$ cat config.mk
export PLATFORM = sky130hd
export DESIGN_NAME = swpl_device_flat
export DESIGN_NICKNAME = d
export VERILOG_FILES = /design/src/verilog/swpl_pkg.sv /design/src/verilog/swpl_link_if.sv /design/src/verilog/swpl_device.sv /design/src/flat_wrapper.sv
export SDC_FILE = /design/constraint.sdc
export NUM_CORES = 1
export LEC_CHECK = 0
export BUFFER_PORTS_ARGS = -buffer_cell sky130_fd_sc_hd__clkbuf_2
export CAP_MARGIN = 20
export CORE_ASPECT_RATIO = 1.1
export CORE_MARGIN = 2
export CORE_UTILIZATION = 29
export CTS_CLUSTER_DIAMETER = 120
export DETAILED_ROUTE_END_ITERATION = 8
export HOLD_SLACK_MARGIN = 0.03
export PLACE_DENSITY = 0.55
export SLEW_MARGIN = 25
export SYNTH_ARGS = -nofsm -noshare
export SYNTH_HDL_FRONTEND = slang
export SYNTH_SLANG_ARGS = --single-unit
export TNS_END_PERCENT = 5
$ cat constraint.sdc
create_clock -name pclk -period 13.8 [get_ports pclk]
set_input_delay 0.69 -clock pclk [delete_from_list [all_inputs] [get_ports pclk]]
set_output_delay 0.69 -clock pclk [all_outputs]
set_load 0.01 [all_outputs]
$ cat src/verilog/swpl_pkg.sv
package swpl_pkg;
  // instruction codes
  localparam logic [7:0] OP_WREN      = 8'h06;
  localparam logic [7:0] OP_WRDI      = 8'h04;
  localparam logic [7:0] OP_WRSR      = 8'h01;
  localparam logic [7:0] OP_RDSR      = 8'h05;
  localparam logic [7:0] OP_PROG      = 8'h02;
  localparam logic [7:0] OP_SECT_ERA  = 8'h20;
  localparam logic [7:0] OP_BLK_ERA   = 8'hd8;
  localparam logic [7:0] OP_CHIP_ERA  = 8'hc7;
  localparam logic [7:0] OP_SUSPEND   = 8'h75;
  localparam logic [7:0] OP_RESUME    = 8'h7a;
  localparam logic [7:0] OP_UNLOCK    = 8'h39;
  localparam logic [7:0] OP_SECR_PROG = 8'h42;
  localparam logic [7:0] OP_SECR_ERA  = 8'h44;
  localparam logic [7:0] OP_OTP_A     = 8'haa;
  localparam logic [7:0] OP_OTP_B     = 8'h55;
  // status word bit positions
  localparam int SB_WEL = 1;
  localparam int SB_BP0 = 2;
  localparam int SB_TB  = 5;
  localparam int SB_SEC = 6;
  localparam int SB_SRP = 7;
  localparam int SB_SRL = 8;
  localparam int SB_QE  = 9;
  localparam int SB_LB1 = 11;
  localparam int SB_CMP = 14;
  localparam int SB_SUS = 15;
  localparam int SB_WPS = 18;
  localparam int SB_DRV = 21;
  // bits that carry meaning; all others are reserved and read 0
  localparam logic [23:0] SR_USED_MASK = 24'h64fbfe;
  localparam logic [1:0]  DRV_RESET    = 2'h3;
  // array geometry, byte sizes
  localparam logic [24:0] ARRAY_BYTES  = 25'h0400000;
  localparam logic [24:0] BLOCK_BYTES  = 25'h0010000;
  localparam logic [24:0] SECTOR_BYTES = 25'h0001000;
  localparam logic [24:0] SMALL_MAX    = 25'h0008000;
  localparam logic [24:0] TOP_BLK_BASE = 25'h03f0000;
  localparam int          EDGE_SECTORS = 16;
  localparam int          MID_BLOCKS   = 62;
  localparam int          NUM_UNITS    = 94;
  localparam int          SECR_SEL_LSB = 12;
  // drive strength in percent per code
  localparam logic [6:0] DRV_PCT_0 = 7'd100;
  localparam logic [6:0] DRV_PCT_1 = 7'd75;
  localparam logic [6:0] DRV_PCT_2 = 7'd50;
  localparam logic [6:0] DRV_PCT_3 = 7'd25;
  // controller register offsets
  localparam logic [7:0] OFF_CMD    = 8'h00;
  localparam logic [7:0] OFF_ADDR   = 8'h04;
  localparam logic [7:0] OFF_LEN    = 8'h08;
  localparam logic [7:0] OFF_WDATA  = 8'h0c;
  localparam logic [7:0] OFF_STATUS = 8'h10;
  localparam logic [7:0] OFF_RDATA  = 8'h14;
  localparam logic [7:0] OFF_CTRL   = 8'h18;
  localparam int CTRL_WP      = 0;
  localparam int CTRL_AUTO_WE = 1;
  localparam int CTRL_OTP     = 2;
  localparam int CTRL_PWR     = 3;
  localparam logic [3:0] CTRL_RESET = 4'h1;
endpackage
$ cat src/verilog/swpl_link_if.sv
`timescale 1ns/1ps
interface swpl_link_if;
  logic        req_valid;
  logic [7:0]  req_op;
  logic [23:0] req_addr;
  logic [23:0] req_len;
  logic [23:0] req_wdata;
  logic        rsp_valid;
  logic        rsp_ok;
  logic [23:0] rsp_status;
  logic        wp_n;
  logic        power_cycle;

  modport device (
    input  req_valid, req_op, req_addr, req_len, req_wdata, wp_n, power_cycle,
    output rsp_valid, rsp_ok, rsp_status
  );
  modport host (
    output req_valid, req_op, req_addr, req_len, req_wdata, wp_n, power_cycle,
    input  rsp_valid, rsp_ok, rsp_status
  );
endinterface

$ cat src/verilog/swpl_device.sv
`timescale 1ns/1ps
// Behaviour
// [RULE1] no protect bits: latch alone allows write
// [RULE2] hardware protect, pin low: reject writes
// [RULE3] hardware protect, pin high: latch allows write
// [RULE4] power-cycle lock refuses writes until power-cycle
// [RULE5] pin gates only while quad lines off
// [RULE6] AAh 55h prefix locks status forever; with CTRL_AUTO_WE the host sends WREN after 55h, so no lock
// [RULE7] suspend instruction sets suspend flag
// [RULE8] resume or power-cycle clears suspend flag
// [RULE9] three security locks default 0, settable individually
// [RULE10] security locks sticky; locked register refuses changes
// [RULE11] quad enable picks hold or quad lines
// [RULE12] scheme select picks range bits or locks
// [RULE13] individual locks come up locked
// [RULE14] two-bit code sets read drive strength
// [RULE15] reserved bits ignore writes, host disregards them
// [RULE16] block codes protect 64KB up to all
// [RULE17] sector mode protects 4KB up to 32KB
// [RULE18] program/erase touching protection is dropped
// [RULE19] complement bit inverts protected range
// [RULE20] latch cleared on power-up and after writes
// [RULE21] full address and length checked first
module swpl_device (
  // clock and reset
  input  wire logic       pclk,
  input  wire logic       presetn,
  // link to host
  swpl_link_if.device     link,
  // pin use and drive
  output logic            quad_lines_en,
  output logic            hold_en,
  output logic [1:0]      output_strength,
  output logic [6:0]      drive_percent,
  // accepted array and security register operations
  output logic            exec_valid,
  output logic [7:0]      exec_op,
  output logic [23:0]     exec_addr,
  output logic [23:0]     exec_len
);
  localparam int NUM_UNITS = swpl_pkg::NUM_UNITS;
  logic                 write_enable_latch;
  logic [2:0]           block_protect_reg;
  logic                 top_bottom_select;
  logic                 small_granule_select;
  logic                 status_hw_protect_enable;
  logic                 status_lock_until_powercycle;
  logic                 otp_locked_reg;
  logic                 quad_pins_enable;
  logic [2:0]           security_lock_reg;
  logic                 complement_protect;
  logic                 erase_program_paused_flag;
  logic                 protect_scheme_select;
  logic [1:0]           strength_reg;
  logic [1:0]           prefix_reg;
  logic [NUM_UNITS-1:0] unit_lock_reg;
  logic [23:0]          status_word;
  logic                 sr_write_ok;
  logic                 range_hit;
  logic                 lock_hit;
  logic                 array_op;
  logic                 secr_op;
  logic                 op_allowed;
  logic [1:0]           secr_sel;
  logic [24:0]          req_end;

  ////////////////////////////////////////////////////////////////////////////
  function automatic logic [24:0] unit_base(input int i);
    if (i < swpl_pkg::EDGE_SECTORS)
      unit_base = 25'(i) * swpl_pkg::SECTOR_BYTES;
    else if (i < swpl_pkg::EDGE_SECTORS + swpl_pkg::MID_BLOCKS)
      unit_base = 25'(i - swpl_pkg::EDGE_SECTORS + 1) * swpl_pkg::BLOCK_BYTES;
    else
      unit_base = swpl_pkg::TOP_BLK_BASE
                + 25'(i - swpl_pkg::EDGE_SECTORS - swpl_pkg::MID_BLOCKS) * swpl_pkg::SECTOR_BYTES;
  endfunction

  function automatic logic [24:0] unit_size(input int i);
    if (i < swpl_pkg::EDGE_SECTORS || i >= swpl_pkg::EDGE_SECTORS + swpl_pkg::MID_BLOCKS)
      unit_size = swpl_pkg::SECTOR_BYTES;
    else
      unit_size = swpl_pkg::BLOCK_BYTES;
  endfunction

  function automatic logic [6:0] drive_pct(input logic [1:0] code);
    unique case (code)
      2'h0: drive_pct = swpl_pkg::DRV_PCT_0;
      2'h1: drive_pct = swpl_pkg::DRV_PCT_1;
      2'h2: drive_pct = swpl_pkg::DRV_PCT_2;
      2'h3: drive_pct = swpl_pkg::DRV_PCT_3;
    endcase
  endfunction

  ////////////////////////////////////////////////////////////////////////////
  assign status_word = {1'b0, strength_reg, 2'h0, protect_scheme_select, 2'h0,
                        erase_program_paused_flag, complement_protect, security_lock_reg, 1'b0,
                        quad_pins_enable, status_lock_until_powercycle, status_hw_protect_enable,
                        small_granule_select, top_bottom_select, block_protect_reg,
                        write_enable_latch, 1'b0};

  always_comb begin
    sr_write_ok = write_enable_latch;                                         // see [RULE1]
    if (status_hw_protect_enable && !quad_pins_enable && !link.wp_n)          // see [RULE5]
      sr_write_ok = 1'b0;                                                     // see [RULE2] see [RULE3]
    if (status_lock_until_powercycle || otp_locked_reg)
      sr_write_ok = 1'b0;                                                     // see [RULE4] see [RULE6]
  end

  // range checked over whole request span
  always_comb begin
    logic [24:0] sz;
    logic [24:0] lo;
    logic [24:0] hi;
    sz = '0;
    if (block_protect_reg == 3'h7)
      sz = swpl_pkg::ARRAY_BYTES;                                             // see [RULE16]
    else if (block_protect_reg != 3'h0 && !small_granule_select)
      sz = swpl_pkg::BLOCK_BYTES << (block_protect_reg - 3'h1);               // see [RULE16]
    else if (block_protect_reg != 3'h0)
      sz = (block_protect_reg >= 3'h4) ? swpl_pkg::SMALL_MAX
                                       : swpl_pkg::SECTOR_BYTES << (block_protect_reg - 3'h1); // see [RULE17]
    lo = top_bottom_select ? 25'h0 : swpl_pkg::ARRAY_BYTES - sz;
    hi = top_bottom_select ? sz : swpl_pkg::ARRAY_BYTES;
    req_end = {1'b0, link.req_addr} + {1'b0, link.req_len};                   // see [RULE21]
    if (complement_protect)
      range_hit = ({1'b0, link.req_addr} < lo) || (req_end > hi);             // see [RULE19]
    else
      range_hit = ({1'b0, link.req_addr} < hi) && (req_end > lo);
  end

  always_comb begin
    lock_hit = 1'b0;
    for (int i = 0; i < NUM_UNITS; i++) begin
      if (unit_lock_reg[i] && {1'b0, link.req_addr} < unit_base(i) + unit_size(i)
          && req_end > unit_base(i))
        lock_hit = 1'b1;
    end
  end

  assign array_op   = link.req_op == swpl_pkg::OP_PROG || link.req_op == swpl_pkg::OP_SECT_ERA
                   || link.req_op == swpl_pkg::OP_BLK_ERA || link.req_op == swpl_pkg::OP_CHIP_ERA;
  assign secr_op    = link.req_op == swpl_pkg::OP_SECR_PROG || link.req_op == swpl_pkg::OP_SECR_ERA;
  assign secr_sel   = link.req_addr[swpl_pkg::SECR_SEL_LSB +: 2];

  always_comb begin
    op_allowed = 1'b0;
    if (array_op)
      op_allowed = write_enable_latch && link.req_len != 24'h0
                && !(protect_scheme_select ? lock_hit : range_hit);           // see [RULE12] see [RULE18]
    else if (secr_op)
      op_allowed = write_enable_latch && secr_sel != 2'h0
                && !security_lock_reg[secr_sel - 2'h1];                       // see [RULE10]
    else if (link.req_op == swpl_pkg::OP_WRSR)
      op_allowed = sr_write_ok;
    else
      op_allowed = 1'b1;
  end

  ////////////////////////////////////////////////////////////////////////////
  always_ff @(posedge pclk or negedge presetn) begin
    if (!presetn) begin
      write_enable_latch <= 1'b0;
    end else if (link.power_cycle) begin
      write_enable_latch <= 1'b0;                                             // see [RULE20]
    end else if (link.req_valid) begin
      if (link.req_op == swpl_pkg::OP_WREN)
        write_enable_latch <= 1'b1;
      else if (link.req_op == swpl_pkg::OP_WRDI || link.req_op == swpl_pkg::OP_WRSR || array_op || secr_op)
        write_enable_latch <= 1'b0;                                           // see [RULE20]
    end
  end

  // a prefix only counts when the write follows it directly
  always_ff @(posedge pclk or negedge presetn) begin
    if (!presetn) begin
      prefix_reg <= 2'h0;
    end else if (link.power_cycle) begin
      prefix_reg <= 2'h0;
    end else if (link.req_valid) begin
      if (link.req_op == swpl_pkg::OP_OTP_A)
        prefix_reg <= 2'h1;
      else if (link.req_op == swpl_pkg::OP_OTP_B && prefix_reg == 2'h1)
        prefix_reg <= 2'h2;
      else
        prefix_reg <= 2'h0;
    end
  end

  // non-volatile bits keep their value across a power cycle
  always_ff @(posedge pclk or negedge presetn) begin
    if (!presetn) begin
      block_protect_reg        <= 3'h0;
      top_bottom_select        <= 1'b0;
      small_granule_select     <= 1'b0;
      status_hw_protect_enable <= 1'b0;
      quad_pins_enable         <= 1'b0;
      security_lock_reg        <= 3'h0;
      complement_protect       <= 1'b0;
      protect_scheme_select    <= 1'b0;
      strength_reg             <= swpl_pkg::DRV_RESET;                        // see [RULE14]
      otp_locked_reg           <= 1'b0;
    end else if (link.req_valid && link.req_op == swpl_pkg::OP_WRSR && sr_write_ok && !link.power_cycle) begin
      block_protect_reg        <= link.req_wdata[swpl_pkg::SB_BP0 +: 3];
      top_bottom_select        <= link.req_wdata[swpl_pkg::SB_TB];
      small_granule_select     <= link.req_wdata[swpl_pkg::SB_SEC];
      status_hw_protect_enable <= link.req_wdata[swpl_pkg::SB_SRP];
      quad_pins_enable         <= link.req_wdata[swpl_pkg::SB_QE];
      security_lock_reg        <= security_lock_reg | link.req_wdata[swpl_pkg::SB_LB1 +: 3]; // see [RULE9] see [RULE10]
      complement_protect       <= link.req_wdata[swpl_pkg::SB_CMP];
      protect_scheme_select    <= link.req_wdata[swpl_pkg::SB_WPS];
      strength_reg             <= link.req_wdata[swpl_pkg::SB_DRV +: 2];
      if (prefix_reg == 2'h2)
        otp_locked_reg <= 1'b1;                                               // see [RULE6]
    end
  end

  always_ff @(posedge pclk or negedge presetn) begin
    if (!presetn) begin
      status_lock_until_powercycle <= 1'b0;
    end else if (link.power_cycle) begin
      status_lock_until_powercycle <= 1'b0;                                   // see [RULE4]
    end else if (link.req_valid && link.req_op == swpl_pkg::OP_WRSR && sr_write_ok) begin
      status_lock_until_powercycle <= link.req_wdata[swpl_pkg::SB_SRL];
    end
  end

  always_ff @(posedge pclk or negedge presetn) begin
    if (!presetn) begin
      erase_program_paused_flag <= 1'b0;
    end else if (link.power_cycle) begin
      erase_program_paused_flag <= 1'b0;                                      // see [RULE8]
    end else if (link.req_valid && link.req_op == swpl_pkg::OP_SUSPEND) begin
      erase_program_paused_flag <= 1'b1;                                      // see [RULE7]
    end else if (link.req_valid && link.req_op == swpl_pkg::OP_RESUME) begin
      erase_program_paused_flag <= 1'b0;                                      // see [RULE8]
    end
  end

  always_ff @(posedge pclk or negedge presetn) begin
    if (!presetn) begin
      unit_lock_reg <= '1;                                                    // see [RULE13]
    end else if (link.power_cycle) begin
      unit_lock_reg <= '1;                                                    // see [RULE13]
    end else if (link.req_valid && link.req_op == swpl_pkg::OP_UNLOCK && write_enable_latch) begin
      for (int i = 0; i < NUM_UNITS; i++) begin
        if ({1'b0, link.req_addr} >= unit_base(i) && {1'b0, link.req_addr} < unit_base(i) + unit_size(i))
          unit_lock_reg[i] <= 1'b0;
      end
    end
  end

  ////////////////////////////////////////////////////////////////////////////
  always_ff @(posedge pclk or negedge presetn) begin
    if (!presetn) begin
      link.rsp_valid  <= 1'b0;
      link.rsp_ok     <= 1'b0;
      link.rsp_status <= 24'h0;
      exec_valid      <= 1'b0;
      exec_op         <= 8'h0;
      exec_addr       <= 24'h0;
      exec_len        <= 24'h0;
    end else begin
      link.rsp_valid  <= link.req_valid;
      link.rsp_ok     <= link.req_valid && op_allowed;
      link.rsp_status <= status_word & swpl_pkg::SR_USED_MASK;                // see [RULE15]
      exec_valid      <= link.req_valid && op_allowed && (array_op || secr_op);
      if (link.req_valid) begin
        exec_op   <= link.req_op;
        exec_addr <= link.req_addr;
        exec_len  <= link.req_len;
      end
    end
  end

  assign quad_lines_en   = quad_pins_enable;                                  // see [RULE11]
  assign hold_en         = !quad_pins_enable;                                 // see [RULE11]
  assign output_strength = strength_reg;
  assign drive_percent   = drive_pct(strength_reg);                           // see [RULE14]
endmodule

$ cat src/flat_wrapper.sv
// flat-port wrapper written by rule: the top's interface ports become plain ports
module swpl_device_flat 
  (pclk, presetn, quad_lines_en, hold_en, output_strength, drive_percent, exec_valid, exec_op, exec_addr, exec_len, link_req_valid, link_req_op, link_req_addr, link_req_len, link_req_wdata, link_wp_n, link_power_cycle, link_rsp_valid, link_rsp_ok, link_rsp_status);
  swpl_link_if link_i ();
  input  wire logic pclk;
  input  wire logic presetn;
  output logic quad_lines_en;
  output logic hold_en;
  output logic [1:0] output_strength;
  output logic [6:0] drive_percent;
  output logic exec_valid;
  output logic [7:0] exec_op;
  output logic [23:0] exec_addr;
  output logic [23:0] exec_len;
  input wire logic [$bits(link_i.req_valid)-1:0] link_req_valid;
  input wire logic [$bits(link_i.req_op)-1:0] link_req_op;
  input wire logic [$bits(link_i.req_addr)-1:0] link_req_addr;
  input wire logic [$bits(link_i.req_len)-1:0] link_req_len;
  input wire logic [$bits(link_i.req_wdata)-1:0] link_req_wdata;
  input wire logic [$bits(link_i.wp_n)-1:0] link_wp_n;
  input wire logic [$bits(link_i.power_cycle)-1:0] link_power_cycle;
  output wire logic [$bits(link_i.rsp_valid)-1:0] link_rsp_valid;
  output wire logic [$bits(link_i.rsp_ok)-1:0] link_rsp_ok;
  output wire logic [$bits(link_i.rsp_status)-1:0] link_rsp_status;
  assign link_i.req_valid = link_req_valid;
  assign link_i.req_op = link_req_op;
  assign link_i.req_addr = link_req_addr;
  assign link_i.req_len = link_req_len;
  assign link_i.req_wdata = link_req_wdata;
  assign link_i.wp_n = link_wp_n;
  assign link_i.power_cycle = link_power_cycle;
  assign link_rsp_valid = link_i.rsp_valid;
  assign link_rsp_ok = link_i.rsp_ok;
  assign link_rsp_status = link_i.rsp_status;
  swpl_device u_core (.pclk(pclk), .presetn(presetn), .link(link_i), .quad_lines_en(quad_lines_en), .hold_en(hold_en), .output_strength(output_strength), .drive_percent(drive_percent), .exec_valid(exec_valid), .exec_op(exec_op), .exec_addr(exec_addr), .exec_len(exec_len));
endmodule
==> metrics.txt <==
Async S/R FF share, synth 100%; Core Region between 0.05 and 0.06 mm^2; post-route setup slack 7.69 ns; # port buffers around 160; share of cells above drive strength 1 around a quarter; cells after synthesis 1771; DIE AREA about 0.053 mm^2; Fin Clk Skew 0.0126 ns; clk buf depth 2; Die Y roughly 240 um; CP Launch Point link_req_addr[14]; cell total after placement 2511; Max Clk Rate 0.164 GHz; start of the worst register-to-register path u_core.block_protect_reg[1]; Power Density 93.8 mW/mm^2; vias in the first global route ~15000; largest net degree at the start of global routing roughly 110; total track usage 23.9%; Routed WL around 64 mm; max reg flops 94; Final period util between 40% and 50%; RSZ-0062 raised after global routing false; top cell type's share of synthesized area around 17%; num ports between 150 and 200; Post-Syn Area 0.0148 mm^2; worst hold slack 0.316 ns; # H-tree levels 4; CTS Hold Buffers Added 0; final setup fails 0; worst hold path type in -> async; initial antenna violation count 1; CTS tree done; DRC viols 0; Post-CTS Setup Bufs 0; total gr overflow 0; Seq/Total Area, Yosys approximately a third; detailed placement HPWL 47.1 mm; Filler cells roughly 5400; top_reg_cell synth dfstp_2; CP arrival approximately 6.5 ns; Ys Warns 0; Post-synth EDFFs 0; Clock Root Buffer clkbuf_16; fin. max-slew vios 0; Worst setup SP type input pin; Via Count 15100; top post-synthesis cells by area dfstp_2 (17%), dfrtp_1 (16%), ha_1 (6.8%), a21o_1 (5.5%), mux2_2 (4.9%); nets@finish 2037; MaxCap Viol Count 0; # clock sinks 190; Synth area leader dfstp_2; Tmin final 6.11 ns; WS Path Type in -> reg; Final GP Congestion ~0.95; Layout area overhead 13.3%; # diodes 0; total area of sequential cells about 0.0049 mm^2; critical path data required time 14.23 ns; worst slack, placed roughly 7.3 ns; CTS buffer count 17; Die Span X ~220 um; Post-DP Area about 0.016 mm^2; CP endpoint kind register; outcome completed; DR WL/cell 25.0 um; setup TNS 0 ns; synthesized area per cell 8.38 um^2; Peak VDD IR 101 uV; Pleak 6.52 nW; Post-Layout Inst Area 0.0168 mm^2; CP max FO 47; cts repair resizes 0; count leader, synth nand2_1; area of the multi-input gates 0.00933 mm^2; Yosys reg bits 190; Antenna Nets Post-Route 0; Fin. Hold Viols 0; Worst Tran Pin Value between 0.9 and 1 ns; drt via density slightly below 6; initial drt markers 1480; 1st-pass router iterations 6; first-pass GRT wire length about 94 mm; Post-synth top cells nand2_1 (188), nor2_1 (144), a21o_1 (109); Unique masters post-synth between 90 and 100; Worst-Skew Late Latency ~0.5 ns; Initial Utilization 29.5%; clock slew at reported path FFs roughly 0.08 ns; row count 86; Rel. slew slack between 30 and 40%; Finished Layout Cells 2543
## layout by cell type, fill, tap and decap left out, drive strengths merged, types with 9 or more instances in the layout
cell     count
nand2      188
clkbuf     177
nor2       147
o21ai      115
a21o       109
nand3      102
a21oi      102
dfstp       96
dfrtp       94
ha          81
mux2        64
inv         47
nor3        44
nand4       42
o211ai      42
nand2b      35
buf         34
a31oi       29
o21a        25
o2111ai     24
nor4        24
and2        17
or2         17
o31ai       16
a211oi      16
nor2b       15
or3         12
xnor2       11
and3        10
a21boi      10
o22ai        9
## routing by layer
layer	track usage [%]	wire length, um	vias to the layer above
li1	-	-	6808
met1	31.0	27200	7464
met3	4.31	3820	151
met5	0	0	-
met2	38.7	29600	655
met4	11.1	2920	0
## cells by family (layout without fill, tap and decap cells)
group	Yosys count	after routing	share of synthesized area, %
buffers and inverters	158	264	4.63
flip-flops	190	190	32.8
adder cells (fa/ha/maj)	82	82	6.96
other	1	7	0.0253
AND/OR/NAND/NOR	685	685	23.0
XOR/XNOR	18	18	1.06
AO/OA/AOI/OAI	569	569	26.4
multiplexers	68	68	5.12
## worst max-delay path, stage by stage
cell and delay (ns):
clkbuf_2 0.53, ha_1 0.46, a21oi_1 0.26, o211ai_1 0.13
a21boi_0 0.25, nor3b_1 0.45, a21oi_1 0.23, nor4b_4 0.24
buf_4 0.52, nand2_1 0.58, o2111ai_1 0.45, a21oi_1 0.11
nor4_1 0.58, nand4_1 0.21, nor4_1 0.41, a31o_2 0.26
a21boi_2 0.15
## final timing paths
check | end | slack (ns) | cells past startpoint
setup reg to reg | u_core.exec_valid | 8.54 | 22
min in group pclk | u_core.security_lock_reg[0] | 0.39 | 2
max in group asynchronous | u_core.unit_lock_reg[69] | 12.20 | 2
hold / removal | u_core.exec_addr[8] | 0.32 | 1
hold reg to reg | u_core.link.rsp_status[15] | 0.39 | 0
setup / recovery | u_core.exec_valid | 7.69 | 17
## layout make-up
cell class	count	share of cell area [%]
Tap cell	660	4.91
Inverter	38	0.877
Sequential cell	190	29.0
Clock buffer	17	2.53
Clock inverter	15	0.981
Multi-Input combinational cell	1429	55.4
Timing Repair Buffer	194	6.33
## power breakdown
| group | switching [W] | internal (W) | leakage, nW |
|---|---|---|---|
| sequential | 0.00000827 | 0.000575 | 2.16 |
| clock | 0.000266 | 0.000244 | 0.292 |
| combinational | 0.000342 | 0.000144 | 4.07 |
| total | 0.000616 | 0.000963 | 6.52 |
## stage by stage
stage               util (%)  total power (W)
floorplan                  -         0.000887
global placement        32.2          0.00107
detailed placement      32.2          0.00107
CTS                     33.4          0.00159
global route            33.4          0.00165
finish                  33.4          0.00158
Power figures use the tool's default switching activity.
